===== src/hw/sbit_pkg.sv =====
// Purpose: Shared constants and types for the sixteen-bit interval timer
// Assumes: Registers sit on the core's 8-bit I/O space
// Notes:   Counter and prescaler widths are fixed
package sbit_pkg;

  // I/O addresses
  localparam logic [7:0] MODE_ADDR      = 8'h06;
  localparam logic [7:0] EDGE_ADDR      = 8'h0C;
  localparam int         EDGE_BIT       = 5;

  // Values after reset
  localparam logic [7:0]  MODE_RST      = 8'h00;
  localparam logic [7:0]  EDGE_RST      = 8'h00;
  localparam logic [15:0] COUNT_RST     = 16'h0000;
  localparam logic [5:0]  PRESC_RST     = 6'h00;

  // Mode field positions
  localparam int SRC_HI = 7;
  localparam int SRC_LO = 5;
  localparam int DIV_HI = 4;
  localparam int DIV_LO = 3;
  localparam int BIT_HI = 2;
  localparam int BIT_LO = 0;
  localparam int IRQ_BIT_BASE = 8;

  // Clock source codes
  localparam logic [2:0] SRC_STOP = 3'h0;
  localparam logic [2:0] SRC_CORE = 3'h1;
  localparam logic [2:0] SRC_FAST = 3'h4;
  localparam logic [2:0] SRC_XTAL = 3'h5;
  localparam logic [2:0] SRC_SLOW = 3'h6;
  localparam logic [2:0] SRC_PIN  = 3'h7;

  // Prescaler masks for /1, /4, /16, /64
  localparam logic [5:0] DIV1_MASK  = 6'h00;
  localparam logic [5:0] DIV4_MASK  = 6'h03;
  localparam logic [5:0] DIV16_MASK = 6'h0F;
  localparam logic [5:0] DIV64_MASK = 6'h3F;

  // Core I/O request
  typedef struct packed {
    logic       wr;
    logic       rd;
    logic [7:0] addr;
    logic [7:0] wdata;
  } sbit_io_req_s;

  // Counter instruction request
  typedef struct packed {
    logic        load;
    logic        read;
    logic [15:0] data;
  } sbit_cnt_req_s;

endpackage


===== src/hw/sbit_timer.sv =====
// Purpose: Sixteen-bit up counter with source select, prescaler, bit-edge request
// Assumes: Oscillator and pin inputs are asynchronous to REF_CLK_I
// Notes:   Async sources are sampled, so they must run well below 40 MHz
//
// What this block does
// RL1: Mode bits 7..5 choose the counting source
// RL2: Mode bits 4..3 prescale by 1/4/16/64
// RL3: Mode bits 2..0 pick counter bit 8..15
// RL4: Sixteen-bit counter only counts up by one
// RL5: Load instruction writes new count from memory
// RL6: Read instruction copies count, counting unaffected
// RL7: Edge register bit 5 picks request edge
// RL8: Free run: one request per 2^(n+1) ticks
// RL9: Pin source counts pin pulses
// RL10: Wraps past all ones; unused codes halt
// RL11: Pin synchronised before edge detection
`timescale 1ns/1ps
module sbit_timer (
  // Clock and reset
  input  wire logic                    REF_CLK_I,
  input  wire logic                    RST_I,
  // Asynchronous clock sources
  input  wire logic                    FAST_OSC_I,
  input  wire logic                    XTAL_OSC_I,
  input  wire logic                    SLOW_OSC_I,
  input  wire logic                    PIN_CLK_I,
  // Core I/O port
  input  wire sbit_pkg::sbit_io_req_s  IO_REQ_I,
  output logic [7:0]                   IO_RDATA_O,
  // Counter instructions
  input  wire sbit_pkg::sbit_cnt_req_s CNT_REQ_I,
  output logic [15:0]                  READ_DATA_O,
  // Interrupt request pulse
  output logic                         IRQ_O
);

  logic [7:0]  mode_r;
  logic [7:0]  edge_r;
  logic [15:0] count_r;
  logic [15:0] count_prev_r;
  logic [5:0]  presc_r;
  logic [3:0]  s1_r;
  logic [3:0]  s2_r;
  logic [3:0]  s3_r;
  logic [3:0]  lvl_r;
  logic [3:0]  lvl_prev_r;
  logic [3:0]  rise_w;
  logic        tick_w;
  logic        inc_w;
  logic [5:0]  mask_w;
  logic [2:0]  sel_w;
  logic        bit_now_w;
  logic        bit_old_w;
  logic        irq_nxt;

  function automatic logic [5:0] div_mask(input logic [1:0] code);
    case (code)
      2'd0:    div_mask = sbit_pkg::DIV1_MASK;
      2'd1:    div_mask = sbit_pkg::DIV4_MASK;
      2'd2:    div_mask = sbit_pkg::DIV16_MASK;
      default: div_mask = sbit_pkg::DIV64_MASK;
    endcase
  endfunction

  // Registers
  always_ff @(posedge REF_CLK_I)
  begin
    if (RST_I)
    begin
      mode_r <= sbit_pkg::MODE_RST;
      edge_r <= sbit_pkg::EDGE_RST;
    end
    else if (IO_REQ_I.wr)
    begin
      if (IO_REQ_I.addr == sbit_pkg::MODE_ADDR)
        mode_r <= IO_REQ_I.wdata; // RL1
      if (IO_REQ_I.addr == sbit_pkg::EDGE_ADDR)
        edge_r <= IO_REQ_I.wdata; // RL7
    end
  end

  always_ff @(posedge REF_CLK_I)
  begin
    if (RST_I)
      IO_RDATA_O <= 8'h00;
    else if (IO_REQ_I.rd && IO_REQ_I.addr == sbit_pkg::MODE_ADDR)
      IO_RDATA_O <= mode_r;
    else if (IO_REQ_I.rd && IO_REQ_I.addr == sbit_pkg::EDGE_ADDR)
      IO_RDATA_O <= edge_r;
    else if (IO_REQ_I.rd)
      IO_RDATA_O <= 8'h00;
  end

  // Three-stage synchronisers; a level counts once stages two and three agree
  always_ff @(posedge REF_CLK_I)
  begin
    if (RST_I)
    begin
      s1_r       <= 4'h0;
      s2_r       <= 4'h0;
      s3_r       <= 4'h0;
      lvl_r      <= 4'h0;
      lvl_prev_r <= 4'h0;
    end
    else
    begin
      s1_r       <= {PIN_CLK_I, SLOW_OSC_I, XTAL_OSC_I, FAST_OSC_I}; // RL11
      s2_r       <= s1_r;
      s3_r       <= s2_r;
      lvl_r      <= (s2_r & s3_r) | (lvl_r & (s2_r | s3_r)); // RL11
      lvl_prev_r <= lvl_r;
    end
  end

  assign rise_w = lvl_r & ~lvl_prev_r;

  // Source mux; unused codes give no tick
  always_comb
  begin
    case (mode_r[sbit_pkg::SRC_HI:sbit_pkg::SRC_LO])
      sbit_pkg::SRC_CORE: tick_w = 1'b1; // RL1
      sbit_pkg::SRC_FAST: tick_w = rise_w[0];
      sbit_pkg::SRC_XTAL: tick_w = rise_w[1];
      sbit_pkg::SRC_SLOW: tick_w = rise_w[2];
      sbit_pkg::SRC_PIN:  tick_w = rise_w[3]; // RL9
      default:            tick_w = 1'b0; // RL10
    endcase
  end

  // Prescaler passes one tick in every 1, 4, 16 or 64
  assign mask_w = div_mask(mode_r[sbit_pkg::DIV_HI:sbit_pkg::DIV_LO]);
  assign inc_w  = tick_w && ((presc_r & mask_w) == mask_w); // RL2

  always_ff @(posedge REF_CLK_I)
  begin
    if (RST_I)
      presc_r <= sbit_pkg::PRESC_RST;
    else if (tick_w)
      presc_r <= presc_r + 6'h01; // RL2
  end

  // Counter; a load wins over a coincident increment
  always_ff @(posedge REF_CLK_I)
  begin
    if (RST_I)
      count_r <= sbit_pkg::COUNT_RST;
    else if (CNT_REQ_I.load)
      count_r <= CNT_REQ_I.data; // RL5
    else if (inc_w)
      count_r <= count_r + 16'h0001; // RL4 RL10
  end

  always_ff @(posedge REF_CLK_I)
  begin
    if (RST_I)
      READ_DATA_O <= 16'h0000;
    else if (CNT_REQ_I.read)
      READ_DATA_O <= count_r; // RL6
  end

  // Request from the chosen bit; comparing against the old count with the
  // same select avoids a false edge when the select is rewritten
  assign sel_w     = mode_r[sbit_pkg::BIT_HI:sbit_pkg::BIT_LO];
  assign bit_now_w = count_r[sbit_pkg::IRQ_BIT_BASE + int'(sel_w)]; // RL3
  assign bit_old_w = count_prev_r[sbit_pkg::IRQ_BIT_BASE + int'(sel_w)];
  assign irq_nxt   = edge_r[sbit_pkg::EDGE_BIT] ? (bit_old_w && !bit_now_w)
                                                : (!bit_old_w && bit_now_w); // RL7 RL8

  always_ff @(posedge REF_CLK_I)
  begin
    if (RST_I)
    begin
      count_prev_r <= sbit_pkg::COUNT_RST;
      IRQ_O        <= 1'b0;
    end
    else
    begin
      count_prev_r <= count_r;
      IRQ_O        <= irq_nxt; // RL8
    end
  end

  // Checks
  mode_write_a: assert property (@(posedge REF_CLK_I) disable iff (RST_I) // RL1
    IO_REQ_I.wr && IO_REQ_I.addr == sbit_pkg::MODE_ADDR |=> mode_r == $past(IO_REQ_I.wdata))
    else $error("mode register not written");
  // Checked by spacing rather than by the mask, so a wrong mask cannot hide
  presc_div_a: assert property (@(posedge REF_CLK_I) disable iff (RST_I) // RL2
    inc_w && mode_r[sbit_pkg::DIV_HI:sbit_pkg::DIV_LO] == 2'h1
    |=> (!inc_w || mode_r[sbit_pkg::DIV_HI:sbit_pkg::DIV_LO] != 2'h1) [*3])
    else $error("prescaler let a tick through early");
  count_up_a: assert property (@(posedge REF_CLK_I) disable iff (RST_I) // RL4
    !CNT_REQ_I.load && inc_w |=> count_r == $past(count_r) + 16'h0001)
    else $error("counter did not step up by one");
  count_hold_a: assert property (@(posedge REF_CLK_I) disable iff (RST_I) // RL4
    !CNT_REQ_I.load && !inc_w |=> $stable(count_r))
    else $error("counter moved without a tick");
  count_load_a: assert property (@(posedge REF_CLK_I) disable iff (RST_I) // RL5
    CNT_REQ_I.load |=> count_r == $past(CNT_REQ_I.data))
    else $error("load value not taken");
  count_wrap_a: assert property (@(posedge REF_CLK_I) disable iff (RST_I) // RL10
    !CNT_REQ_I.load && inc_w && count_r == 16'hFFFF |=> count_r == sbit_pkg::COUNT_RST)
    else $error("counter did not wrap to zero");
  edge_write_a: assert property (@(posedge REF_CLK_I) disable iff (RST_I) // RL7
    IO_REQ_I.wr && IO_REQ_I.addr == sbit_pkg::EDGE_ADDR |=> edge_r == $past(IO_REQ_I.wdata))
    else $error("edge register not written");
  edge_read_a: assert property (@(posedge REF_CLK_I) disable iff (RST_I) // RL7
    IO_REQ_I.rd && IO_REQ_I.addr == sbit_pkg::EDGE_ADDR |=> IO_RDATA_O == $past(edge_r))
    else $error("edge register read back wrong");
  count_read_a: assert property (@(posedge REF_CLK_I) disable iff (RST_I) // RL6
    CNT_REQ_I.read |=> READ_DATA_O == $past(count_r))
    else $error("read data wrong");
  irq_edge_a: assert property (@(posedge REF_CLK_I) disable iff (RST_I) // RL7
    IRQ_O |-> $past(bit_now_w) != $past(edge_r[sbit_pkg::EDGE_BIT]))
    else $error("request on the wrong edge");
  stop_halt_a: assert property (@(posedge REF_CLK_I) disable iff (RST_I) // RL10
    mode_r[7:6] == 2'b00 && mode_r[5] == 1'b0 || mode_r[7:5] inside {3'h2, 3'h3}
    |-> !inc_w)
    else $error("halted source still counts");
  irq_pulse_a: assert property (@(posedge REF_CLK_I) disable iff (RST_I) // RL8
    IRQ_O && !$past(CNT_REQ_I.load) && $stable(mode_r) && $stable(edge_r) |=> !IRQ_O)
    else $error("request held without new edge");

endmodule


===== config.mk =====
export PLATFORM = sky130hd
export DESIGN_NAME = sbit_timer
export DESIGN_NICKNAME = d
export VERILOG_FILES = /design/src/hw/sbit_pkg.sv /design/src/hw/sbit_timer.sv
export SDC_FILE = /design/constraint.sdc
export NUM_CORES = 1
export LEC_CHECK = 0
export BUFFER_PORTS_ARGS = -buffer_cell sky130_fd_sc_hd__buf_2
export CAP_MARGIN = 20
export CORE_ASPECT_RATIO = 2
export CORE_MARGIN = 2
export CORE_UTILIZATION = 45
export DETAILED_ROUTE_END_ITERATION = 12
export PLACE_DENSITY_LB_ADDON = 0.3
export SLEW_MARGIN = 25
export SYNTH_ARGS = -nofsm -noshare
export SYNTH_HDL_FRONTEND = slang
export SYNTH_SLANG_ARGS = --single-unit

===== constraint.sdc =====
create_clock -name REF_CLK_I -period 2.4 [get_ports REF_CLK_I]
set_input_delay 0.36 -clock REF_CLK_I [delete_from_list [all_inputs] [get_ports REF_CLK_I]]
set_output_delay 0.36 -clock REF_CLK_I [all_outputs]
set_load 0.05 [all_outputs]

# == Yosys cells after proc, flatten, opt, wreduce, memory -nomap -nowiden ==
# Cells that the tools add are included.
# totals
wordCells,60
output_inout_bits,25
reg_bits,99
# classes
reduce_logical,12
n_addsub,3
n_eq_ne,10
bitwise_logic,7
n_lt_le_gt_ge,1
n_mux,14
# ops
cell,n
two-way mux 16 bit,2
two-way mux 8 bit,3
one-hot mux 6 bit (3 select lines),1
adder 16 x 1 -> 16 bit (second input constant),1
bitwise AND 4 bit,3
equality test 3 bit (second input constant),4
binary-select mux 1 bit (select 4 bit),2
equality test 8 x 3 -> 1 bit (second input constant),1
equality test 8 x 4 -> 1 bit (second input constant),1
OR 4 bit,2
adder 6 x 1 -> 6 bit (second input constant),1
bitwise AND 6 bit,1
equality test 6 bit,1
adder 4 x 3 -> 5 bit (first input constant),1
logical AND 1 bit,5
less-than comparator 5 bit (second input constant),1
two-way mux 1 bit,5
one-hot mux 1 bit (5 select lines),1
NOT 4 bit,1
AND reduction 2 bit,2
equality test 3 x 1 -> 1 bit (second input constant),1
nonzero test 3 bit,1
equality test 2 x 1 -> 1 bit (second input constant),1
equality test 2 bit (second input constant),1
3 further kinds,4

# == Logic depth before layout (Yosys ltp) ==
# Gate-level depths: netlist (run 1).
# depth
depth_word,7
ltp_mapped,7
depth_no_buf,6

# == Least setup slack after synthesis (run 1) ==
# No wires, ideal clock.
# synth_timing
kind,input to register
startpoint,input IO_REQ_I[8] (netlist name)
endpoint,register edge_r[7]
stages,5
setup_ps,128
setup_slack_ps,489
arrival_time_ps,1784
cell_sequence,or4b_1 nor3_1 nand3_1 mux2i_1 nor2_1
# synth_between
elab_chain_len,2
# synth_rtl
element,line_no,rtl
"start, declared",sbit_timer.sv:28,"input wire sbit_pkg::sbit_io_req_s IO_REQ_I,"
equality test 8 x 4 -> 1 bit,sbit_timer.sv:77,if (IO_REQ_I.addr == sbit_pkg::EDGE_ADDR)
AND reduction 2 bit (no source line),-,
"end signal, assigned",sbit_timer.sv:71,edge_r <= sbit_pkg::EDGE_RST;
"end signal, assigned",sbit_timer.sv:78,edge_r <= IO_REQ_I.wdata;
"end, declared",sbit_timer.sv:38,logic [7:0] edge_r;
# No other way between the ends.
# A chain may end at the register's enable or synchronous reset.

# == Final worst setup path (run 1) ==
# layout_timing
startpoint,register mode_r[6]
endpoint,register count_r[11]
# layout_between
elab_chain_len,4
word_cells_on_any_way,8
# layout_rtl
element,line_no,rtl
"start, declared",sbit_timer.sv:37,logic [7:0] mode_r;
"start signal, assigned",sbit_timer.sv:70,mode_r <= sbit_pkg::MODE_RST;
"start signal, assigned",sbit_timer.sv:76,mode_r <= IO_REQ_I.wdata;
equality test 3 bit or equality test 3 x 1 -> 1 bit (tied branches),sbit_timer.sv:120,case (mode_r[sbit_pkg::SRC_HI:sbit_pkg::SRC_LO])
one-hot mux 1 bit (5 select lines) *,sbit_timer.sv:120,
logical AND 1 bit *,sbit_timer.sv:132,assign inc_w = tick_w && ((presc_r & mask_w) == mask_w);
nonzero test 2 bit (no source line) *,-,
"end signal, assigned",sbit_timer.sv:146,count_r <= sbit_pkg::COUNT_RST;
"end signal, assigned",sbit_timer.sv:148,count_r <= CNT_REQ_I.data;
"end signal, assigned",sbit_timer.sv:150,count_r <= count_r + 16'h0001;
"end, declared",sbit_timer.sv:39,logic [15:0] count_r;
# Mark *: on every way between the ends. The rest lies on a longest branch, timed or not.

==> impl_metrics.tcl, run 1 <==
set metrics [dict create \
    drt_iter0_markers 130 \
    worst_ep_arrival_time_ns 2.48 \
    yosys-top-cells-count "dfxtp_1, nor2_1, nor2b_1" \
    design_area_sq_um 4536 \
    finalClockSkew_ns 0.005999 \
    synthFlopType "dfxtp_1" \
    cts_resized 0 \
    fmaxAchievable_mhz 447.4 \
    hold_depth 2 \
    cp_slowest_cell "or4_1" \
    port_buffers 66 \
    synth_area_leaders "dfxtp_1, mux2i_1, nor2_1, nor2b_1, a311oi_1" \
    synth_most_common_cell "dfxtp_1" \
    maxCapViolations 0 \
    critPathLaunchType "flop" \
    initial_core_util_pct 46.08 \
    finalWirelength_microns 8250 \
    worstRegToRegCells 5 \
    syn-num-nets 437 \
    clk_pin_slew_ns 0.06 \
    cp_slowest_stage_delay_ns 0.51 \
    synthDistinctLibCells 45 \
    rrSetupSlack_ns 0.16 \
    grt-ovfl-total 0 \
    routed-via-count 2985 \
    fill_cells 746 \
    fin_nets 493 \
    path_buf_inv 0 \
    yosys_warnings 0 \
    numCtsBuffers 9 \
    drive_gt1_share_pct 22.03 \
    n_antenna_cell 0 \
    irDropWorstVdd_mv 0.6044 \
    h-tree-depth 3 \
    rsz0062_at_grt "false" \
    grtUsageTotal_pct 19.53 \
    slew_violations 0 \
    status "finished clean" \
    crit_fanout 15 \
    netlist_area_sq_um 3794 \
    netlist.area_leader.share_pct 48.02 \
    synth_seq_area_share_pct 48.02 \
    wl_per_cell_microns 14.95 \
    grt_pass1_vias 2919 \
    async_flop_share_pct 0 \
    area_delta_synth_final_pct 19.56 \
    clock_path_buffers 2 \
    worstMarginPinSlew_ns 0.7142 \
    die_x_microns 68.93 \
    synth_edf_count 0 \
    post-route-drc-count 0 \
    cts_root_buf "clkbuf_16" \
    fin_setup_tns_ns 0 \
    cts_tree "done" \
    clock_sinks 91 \
    syn_avg_cell_area_sq_um 9.653 \
    r2r-end "count_r[11]" \
    synth.largest_area_cell "dfxtp_1" \
    die_h_microns 133.9 \
    crit_chain "nor4b_1, nand2_1, a31o_4, or4_1, a311oi_1" \
    syn_inst 393 \
    place_congestion 0.7829 \
    routed_via_density 5.408 \
    maxSlewHeadroom_pct 52.29 \
    setup_viol 0 \
    cp.required_ns 2.65 \
    die_area_sq_um 9226 \
    io_pins 67 \
    p_per_area_nw_per_um2 755.2 \
    critPathKind "reg2reg" \
    worstReg2RegStart "mode_r[6]" \
    fin_crit_ns 2.235 \
    hold_violations 0 \
    cp_top_family "simple AND/OR/NAND/NOR gates" \
    grt_pass1_wl_microns 13360 \
    fin_crit_sh_pct 93.14 \
    post_cts_buffers 0 \
    cts_hold_buf 0 \
    critPathCaptureType "flop" \
    drt_first_pass_iters 4 \
    detailed_place_hpwl_microns 6065 \
    worst-path-stages 5 \
    placed_area_sq_um 4194 \
    hold_path.class "in2reg" \
    drtAntennaViolNets 0 \
    worstHoldEndpoint "s1_r[2]" \
    num_rows 47 \
    p_leak_nw 1.929 \
    coreArea_sq_um 8233 \
    ys_seq_elements 91 \
    worst_skew_pair.late_latency_ns 0.34 \
    grt_max_degree 38 \
    antenna_found_initial 0 \
    holdCritStartpoint "SLOW_OSC_I" \
]
-- flip-flops by register name, summed over array words and instances (netlist names), 4 cells and up --
register / cells
READ_DATA_O: 16
count_r: 16
IO_RDATA_O: 8
count_prev_r: 8
edge_r: 8
mode_r: 8
presc_r: 6
lvl_prev_r: 4
lvl_r: 4
s1_r: 4
s2_r: 4
s3_r: 4
-- worst max-delay path by stage --
stage	from	end
floorplan	IO_REQ_I[8]	edge_r[7]
global placement	mode_r[5]	count_r[11]
detailed placement	mode_r[5]	count_r[11]
CTS	mode_r[5]	count_r[11]
global route	mode_r[5]	count_r[11]
finish	mode_r[6]	count_r[11]
-- metrics by stage --
stage	utilization (%)	worst slack (ns)	power (mW)	hold WS, ns	std cells
2_1_floorplan	-	0.4889	1.775	0.4138	393
3_3_place_gp	50.94	0.3032	1.857	0.4172	536
3_5_place_dp	50.94	0.2056	1.863	0.4268	536
4_1_cts	55.09	0.1940	3.459	0.2307	552
5_1_grt	55.09	0.04509	3.550	0.2383	552
6_report	55.09	0.1647	3.425	0.2370	552
-- where the power goes --
group          internal, mW  switching [mW]
Sequential             1.56          0.0406
Clock                  1.02           0.578
Combinational        0.0910           0.138
Total                  2.67           0.756
-- cell families (layout without fill, tap and decap cells) --
kind of cell	after synthesis	in the layout	share of synthesized area, %
AND/OR/NAND/NOR	148	148	20.42
flip-flops	91	91	48.02
AO/OA/AOI/OAI	68	68	13.32
multiplexers	38	38	11.38
buffers and inverters	36	97	3.892
XOR/XNOR	10	10	2.309
adder cells (fa/ha/maj)	2	2	0.6595
-- layer usage --
| layer | GRT usage (%) | up-vias | part of all wire [%] |
|---|---|---|---|
| met5 | 0 | - | 0 |
| met4 | 9.150 | 0 | 2.6 |
| met3 | 4.195 | 12 | 4.3 |
| met2 | 34.35 | 70 | 54 |
| met1 | 21.25 | 1396 | 39 |
| li1 | - | 1507 | - |
-- cell usage in the layout (no fill, tap or decap), types with 8 or more instances in the layout --
cell,netlist,routed
a22o_1,8,8
o21ai_0,10,10
a211oi_1,9,9
clkbuf_16,0,9
nand2_1,10,10
dfxtp_1,91,91
xnor2_1,10,10
nor2b_1,34,34
nand3_1,10,10
a21oi_1,12,12
mux2i_1,33,33
buf_2,4,66
nor2_1,57,57
a311oi_1,13,13
-- worst register-to-register path: stages, from the launching register on --
cell	delay, ns
dfxtp_1	0.35
nor4b_1	0.34
nand2_1	0.30
a31o_4	0.38
or4_1	0.51
a311oi_1	0.26
-- layout make-up --
cell class              instances  area [sq um]  share of cell area, %
clock inverters                 6         112.6                  2.483
inverters                       8         30.03                 0.6621
multi-input cells             266          1824                  40.22
repair buffers                 73         395.4                  8.717
clock buffers                  10         229.0                  5.048
well taps                      98         122.6                  2.703
flip-flops and latches         91          1822                  40.17
Power figures use the tool's default switching activity.
==> run 2, diff against run 1 <==
==> constraint.sdc (replaced) <==
create_clock -name REF_CLK_I -period 2.4 [get_ports REF_CLK_I]
set_input_delay 0.12 -clock REF_CLK_I [delete_from_list [all_inputs] [get_ports REF_CLK_I]]
set_output_delay 0.12 -clock REF_CLK_I [all_outputs]
set_load 0.05 [all_outputs]
==> run 2 against run 1 <==
Effect of this change: worst hold slack worse by 0.21 ns; combinational power is 2% higher; clock power is 21% lower; first-iteration DRC count is 23% lower; power is 9.4% lower; largest cell class unchanged.
==> impl_metrics.tcl, run 2 (synthesized netlist as in run 1, its figures left out) <==
set metrics [dict create \
    status "finished clean" \
    cp.required_ns 2.65 \
    grt_pass1_wl_microns 13940 \
    total_power_mw 3.103 \
    crit_fanout 15 \
    drive_gt1_share_pct 22.49 \
    irDropWorstVdd_mv 0.5091 \
    maxCapViolations 0 \
    power.share.clock_pct 41.0 \
    rrSetupSlack_ns 0.27 \
    intPower_mw 2.369 \
    worstMarginPinSlew_ns 0.5606 \
    drt_first_pass_iters 4 \
    finalClockSkew_ns 0.009144 \
    fin_setup_tns_ns 0 \
    fmaxAchievable_mhz 470.2 \
    io_pins 67 \
    finalWirelength_microns 8394 \
    worstHoldEndpoint "edge_r[4]" \
    die_x_microns 68.93 \
    power.share.combinational_pct 7.5 \
    grtUsageTotal_pct 19.96 \
    post-route-drc-count 0 \
    grt-ovfl-total 0 \
    worst_skew_pair.late_latency_ns 0.34 \
    fin_cells 556 \
    final_common_cell "dfxtp_1" \
    fin_crit_ns 2.127 \
    maxSlewHeadroom_pct 62.63 \
    top_regs "READ_DATA_O x16, count_r x16" \
    clock_sinks 91 \
    worstReg2RegStart "mode_r[5]" \
    p_leak_nw 1.910 \
    worst_ep_arrival_time_ns 2.38 \
    r2r-end "count_r[11]" \
    switching_share_pct 23.66 \
    final-seq-area_sq_um 1822 \
    port_buffers 66 \
    drtAntennaViolNets 0 \
    fin_crit_sh_pct 88.62 \
    detailed_place_hpwl_microns 6151 \
    final_cell_mix "dfxtp_1, buf_2, nor2_1" \
    coreArea_sq_um 8233 \
    holdCritStartpoint "IO_REQ_I[4]" \
    num_rows 47 \
    clock_path_buffers 2 \
    p_per_area_nw_per_um2 688.6 \
    fin_nets 498 \
    multiInputGateArea_sq_um 1833 \
    slew_violations 0 \
    switching_power_mw 0.7341 \
    place_inst 537 \
    die_area_sq_um 9226 \
    cts_root_buf "clkbuf_16" \
    post_cts_buffers 0 \
    seqPwrFrac_pct 51.5 \
    rsz0062_at_grt "false" \
    numCtsBuffers 9 \
    critPathKind "reg2reg" \
    wl_per_cell_microns 15.10 \
    drt_iter0_markers 100 \
    h-tree-depth 3 \
    routed_via_density 5.415 \
    worstRegToRegCells 5 \
    design_area_sq_um 4507 \
    critPathCaptureType "flop" \
    fill_cells 756 \
    n_antenna_cell 0 \
    routed-via-count 3011 \
    hold_depth 3 \
    clk_pin_slew_ns 0.06 \
    area_delta_synth_final_pct 18.80 \
    grt_max_degree 35 \
    place_congestion 0.7911 \
    cts_tree "done" \
    die_h_microns 133.9 \
    grt_pass1_vias 3071 \
    hold_path.class "in2reg" \
    antenna_found_initial 0 \
    initial_core_util_pct 46.08 \
    setup_viol 0 \
    critPathLaunchType "flop" \
    placed_area_sq_um 4189 \
    hold_violations 0 \
]
[run 2: changes by cell type in the layout (fill, tap and decap cells not counted), moves of 2 or more]
cell           delta
buf_4             +2
bufinv_16         -3
clkinv_2          +2
clkinvlp_4        +2
dlygate4sd3_1     +4
[run 2: power by group through the flow]
stage | combinational [mW] | sequential, mW | clock [mW]
2_1_floorplan | 0.114 | 1.66 | 0
3_3_place_gp | 0.225 | 1.63 | 0
3_5_place_dp | 0.229 | 1.63 | 0
4_1_cts | 0.235 | 1.60 | 1.30
5_1_grt | 0.255 | 1.61 | 1.38
6_report | 0.233 | 1.60 | 1.27
[run 2: worst max-delay path by stage]
stage                    start     endpoint  slack (ns)  cells past startpoint
global route         mode_r[5]   count_r[6]        0.02                      5
global placement     mode_r[5]  count_r[11]        0.31                      5
floorplan           presc_r[0]  count_r[11]        0.51                      5
CTS                  mode_r[5]  count_r[11]        0.24                      5
detailed placement   mode_r[5]  count_r[11]        0.24                      5
finish               mode_r[5]  count_r[11]        0.27                      5
[run 2: through the flow]
stage,setup slack [ns],hold slack (ns),utilization (%)
after floorplan,0.5141,0.2482,-
after global placement,0.3136,0.3290,50.88
after detailed placement,0.2425,0.3365,50.88
after CTS,0.2432,0.03210,54.64
after global routing,0.01897,0.03965,54.74
final,0.2730,0.02992,54.74
[run 2: area by class of cell]
| type | count | share of cell area (%) |
|---|---|---|
| multi-input combinational | 266 | 40.67 |
| timing repair buffer | 78 | 9.550 |
| clock buffer | 10 | 5.303 |
| clock inverter | 5 | 0.6663 |
| sequential | 91 | 40.42 |
| tap | 98 | 2.721 |
| inverter | 8 | 0.6663 |
[run 2: layer usage]
| layer | global-route usage (%) | wire, microns | part of all wire (%) | vias to the layer above |
|---|---|---|---|---|
| met2 | 35.84 | 4612 | 55 | 67 |
| met3 | 3.440 | 314 | 3.7 | 9 |
| li1 | - | - | - | 1510 |
| met1 | 21.56 | 3306 | 39 | 1425 |
| met5 | 0 | 0 | 0 | - |
| met4 | 9.259 | 161 | 1.9 | 0 |
[run 2: worst max-delay path: stages (launching register included)]
cell and delay (ns):
dfxtp_1 0.36, nor4b_1 0.36, nand2_2 0.22, a31o_4 0.34, or4_1 0.51, a311oi_1 0.26
[run 2: repair_timing]
| item | CTS | global route |
|---|---|---|
| endpoints found under the setup margin | 0 | 5 |
| resized for setup | 0 | 2 |
| hold buffers | 4 | 0 |
| endpoints found under the hold margin | 4 | 0 |
==> run 3, diff against run 2 <==
- REMOVE_ABC_BUFFERS: default -> 1
==> run 3 against run 2 <==
Effect of this change: die area unchanged; wire length down 0.60%; register-to-register slack worse by 0.06 ns; count of clock-buffer cells in the layout unchanged; non-clock buffer count unchanged; clock skew down 0.0030 ns; via count up 0.50%; cell count down 0.36%; setup slack worse by 0.064 ns; critical endpoint unchanged; largest cell class unchanged.
==> impl_metrics.tcl, run 3 (synthesized netlist as in run 1, its figures left out) <==
set metrics [dict create \
    setup_viol 0 \
    numCtsBuffers 9 \
    cts_tree "done" \
    critPathKind "reg2reg" \
    grt_max_degree 42 \
    hold_violations 0 \
    critPathLaunchType "flop" \
    maxSlewHeadroom_pct 55.94 \
    startpoint "mode_r[5]" \
    antenna_found_initial 0 \
    p_per_area_nw_per_um2 700.1 \
    holdCritStartpoint "IO_REQ_I[3]" \
    critPathCaptureType "flop" \
    switching_power_mw 0.7180 \
    slew_violations 0 \
    n_antenna_cell 0 \
    maxCapViolations 0 \
    cts_resized 0 \
    final-seq-area_sq_um 1822 \
    intPower_mw 2.441 \
    fmaxAchievable_mhz 456.4 \
    fin_crit_ns 2.191 \
    hold_path.class "in2reg" \
    place_congestion 0.7387 \
    drt_first_pass_iters 4 \
    rsz0062_at_grt "false" \
    finalClockSkew_ns 0.006166 \
    final_cell_mix "dfxtp_1, buf_2, nor2_1" \
    grt_pass1_vias 2968 \
    initial_core_util_pct 46.08 \
    grtUsageTotal_pct 19.75 \
    fin_nets 498 \
    io_pins 67 \
    utilization_pct 54.82 \
    die_h_microns 133.9 \
    die_area_sq_um 9226 \
    routed_via_density 5.462 \
    port_buffers 66 \
    coreArea_sq_um 8233 \
    top_regs "READ_DATA_O x16, count_r x16" \
    routed-via-count 3026 \
    final_common_cell "dfxtp_1" \
    drive_gt1_share_pct 21.49 \
    grt_pass1_wl_microns 13630 \
    p_leak_nw 1.914 \
    fin_crit_sh_pct 91.28 \
    power.share.combinational_pct 7.5 \
    multiInputGateArea_sq_um 1824 \
    area_delta_synth_final_pct 18.96 \
    design_area_sq_um 4513 \
    post_cts_buffers 0 \
    clock_sinks 91 \
    crit_fanout 15 \
    cp.required_ns 2.65 \
    worst_skew_pair.late_latency_ns 0.33 \
    fill_cells 784 \
    placed_area_sq_um 4202 \
    place_inst 537 \
    worstReg2RegStart "mode_r[5]" \
    die_x_microns 68.93 \
    switching_share_pct 22.72 \
    fin_setup_tns_ns 0 \
    cts_root_buf "clkbuf_16" \
    num_rows 47 \
    fin_cells 554 \
    drtAntennaViolNets 0 \
    detailed_place_hpwl_microns 5970 \
    irDropWorstVdd_mv 0.4554 \
    h-tree-depth 3 \
    clk_pin_slew_ns 0.06 \
    worstMarginPinSlew_ns 0.6610 \
    finalWirelength_microns 8344 \
    worst_ep_arrival_time_ns 2.44 \
    seqPwrFrac_pct 50.5 \
    grt-ovfl-total 0 \
    clock_path_buffers 2 \
    status "finished clean" \
    cts_hold_buf 4 \
    wl_per_cell_microns 15.06 \
    post-route-drc-count 0 \
    drt_iter0_markers 163 \
    power.share.clock_pct 42.0 \
]
[run 3: area by class of cell]
class | instances | area share [%]
clock buffers | 10 | 5.073
clock inverters | 3 | 0.9426
inverters | 8 | 0.6654
multi-input cells | 266 | 40.42
flip-flops and latches | 91 | 40.37
well taps | 98 | 2.717
repair buffers | 78 | 9.814
[run 3: through the flow]
step | setup slack (ns) | power [mW] | hold slack, ns
after floorplan | 0.4288 | 1.744 | 0.1891
after global placement | 0.2863 | 1.858 | 0.3300
after detailed placement | 0.1902 | 1.863 | 0.3379
after CTS | 0.1495 | 3.197 | 0.03265
after global routing | 0.01781 | 3.285 | 0.04642
final | 0.2092 | 3.159 | 0.04583
[run 3: per-layer routing]
layer	up-vias	track usage (%)	wire length, microns
met2	98	35.26	4435
met3	19	4.530	378
met1	1401	20.88	3310
li1	1508	-	-
met4	0	9.041	219
met5	-	0	0
[run 3: path summary, 6_finish.rpt]
path | endpoint | slack [ns] | depth (start not counted)
min reg2reg | s2_r[1] | 0.44 | 1
max reg2reg | count_r[11] | 0.21 | 5
min | edge_r[3] | 0.05 | 3
max | count_r[11] | 0.21 | 5
[run 3: power by group through the flow]
stage,logic (mW),clock network [mW],registers (mW)
floorplan,0.0817,0,1.66
global placement,0.230,0,1.63
detailed placement,0.233,0,1.63
CTS,0.240,1.36,1.60
global route,0.261,1.42,1.60
finish,0.237,1.33,1.60
[run 3: critical path, cell delays in order (launching register included)]
cell and delay [ns]:
dfxtp_1 0.36, nor4b_1 0.29, nand2_1 0.30, a31o_4 0.39, or4_1 0.51, a311oi_1 0.25
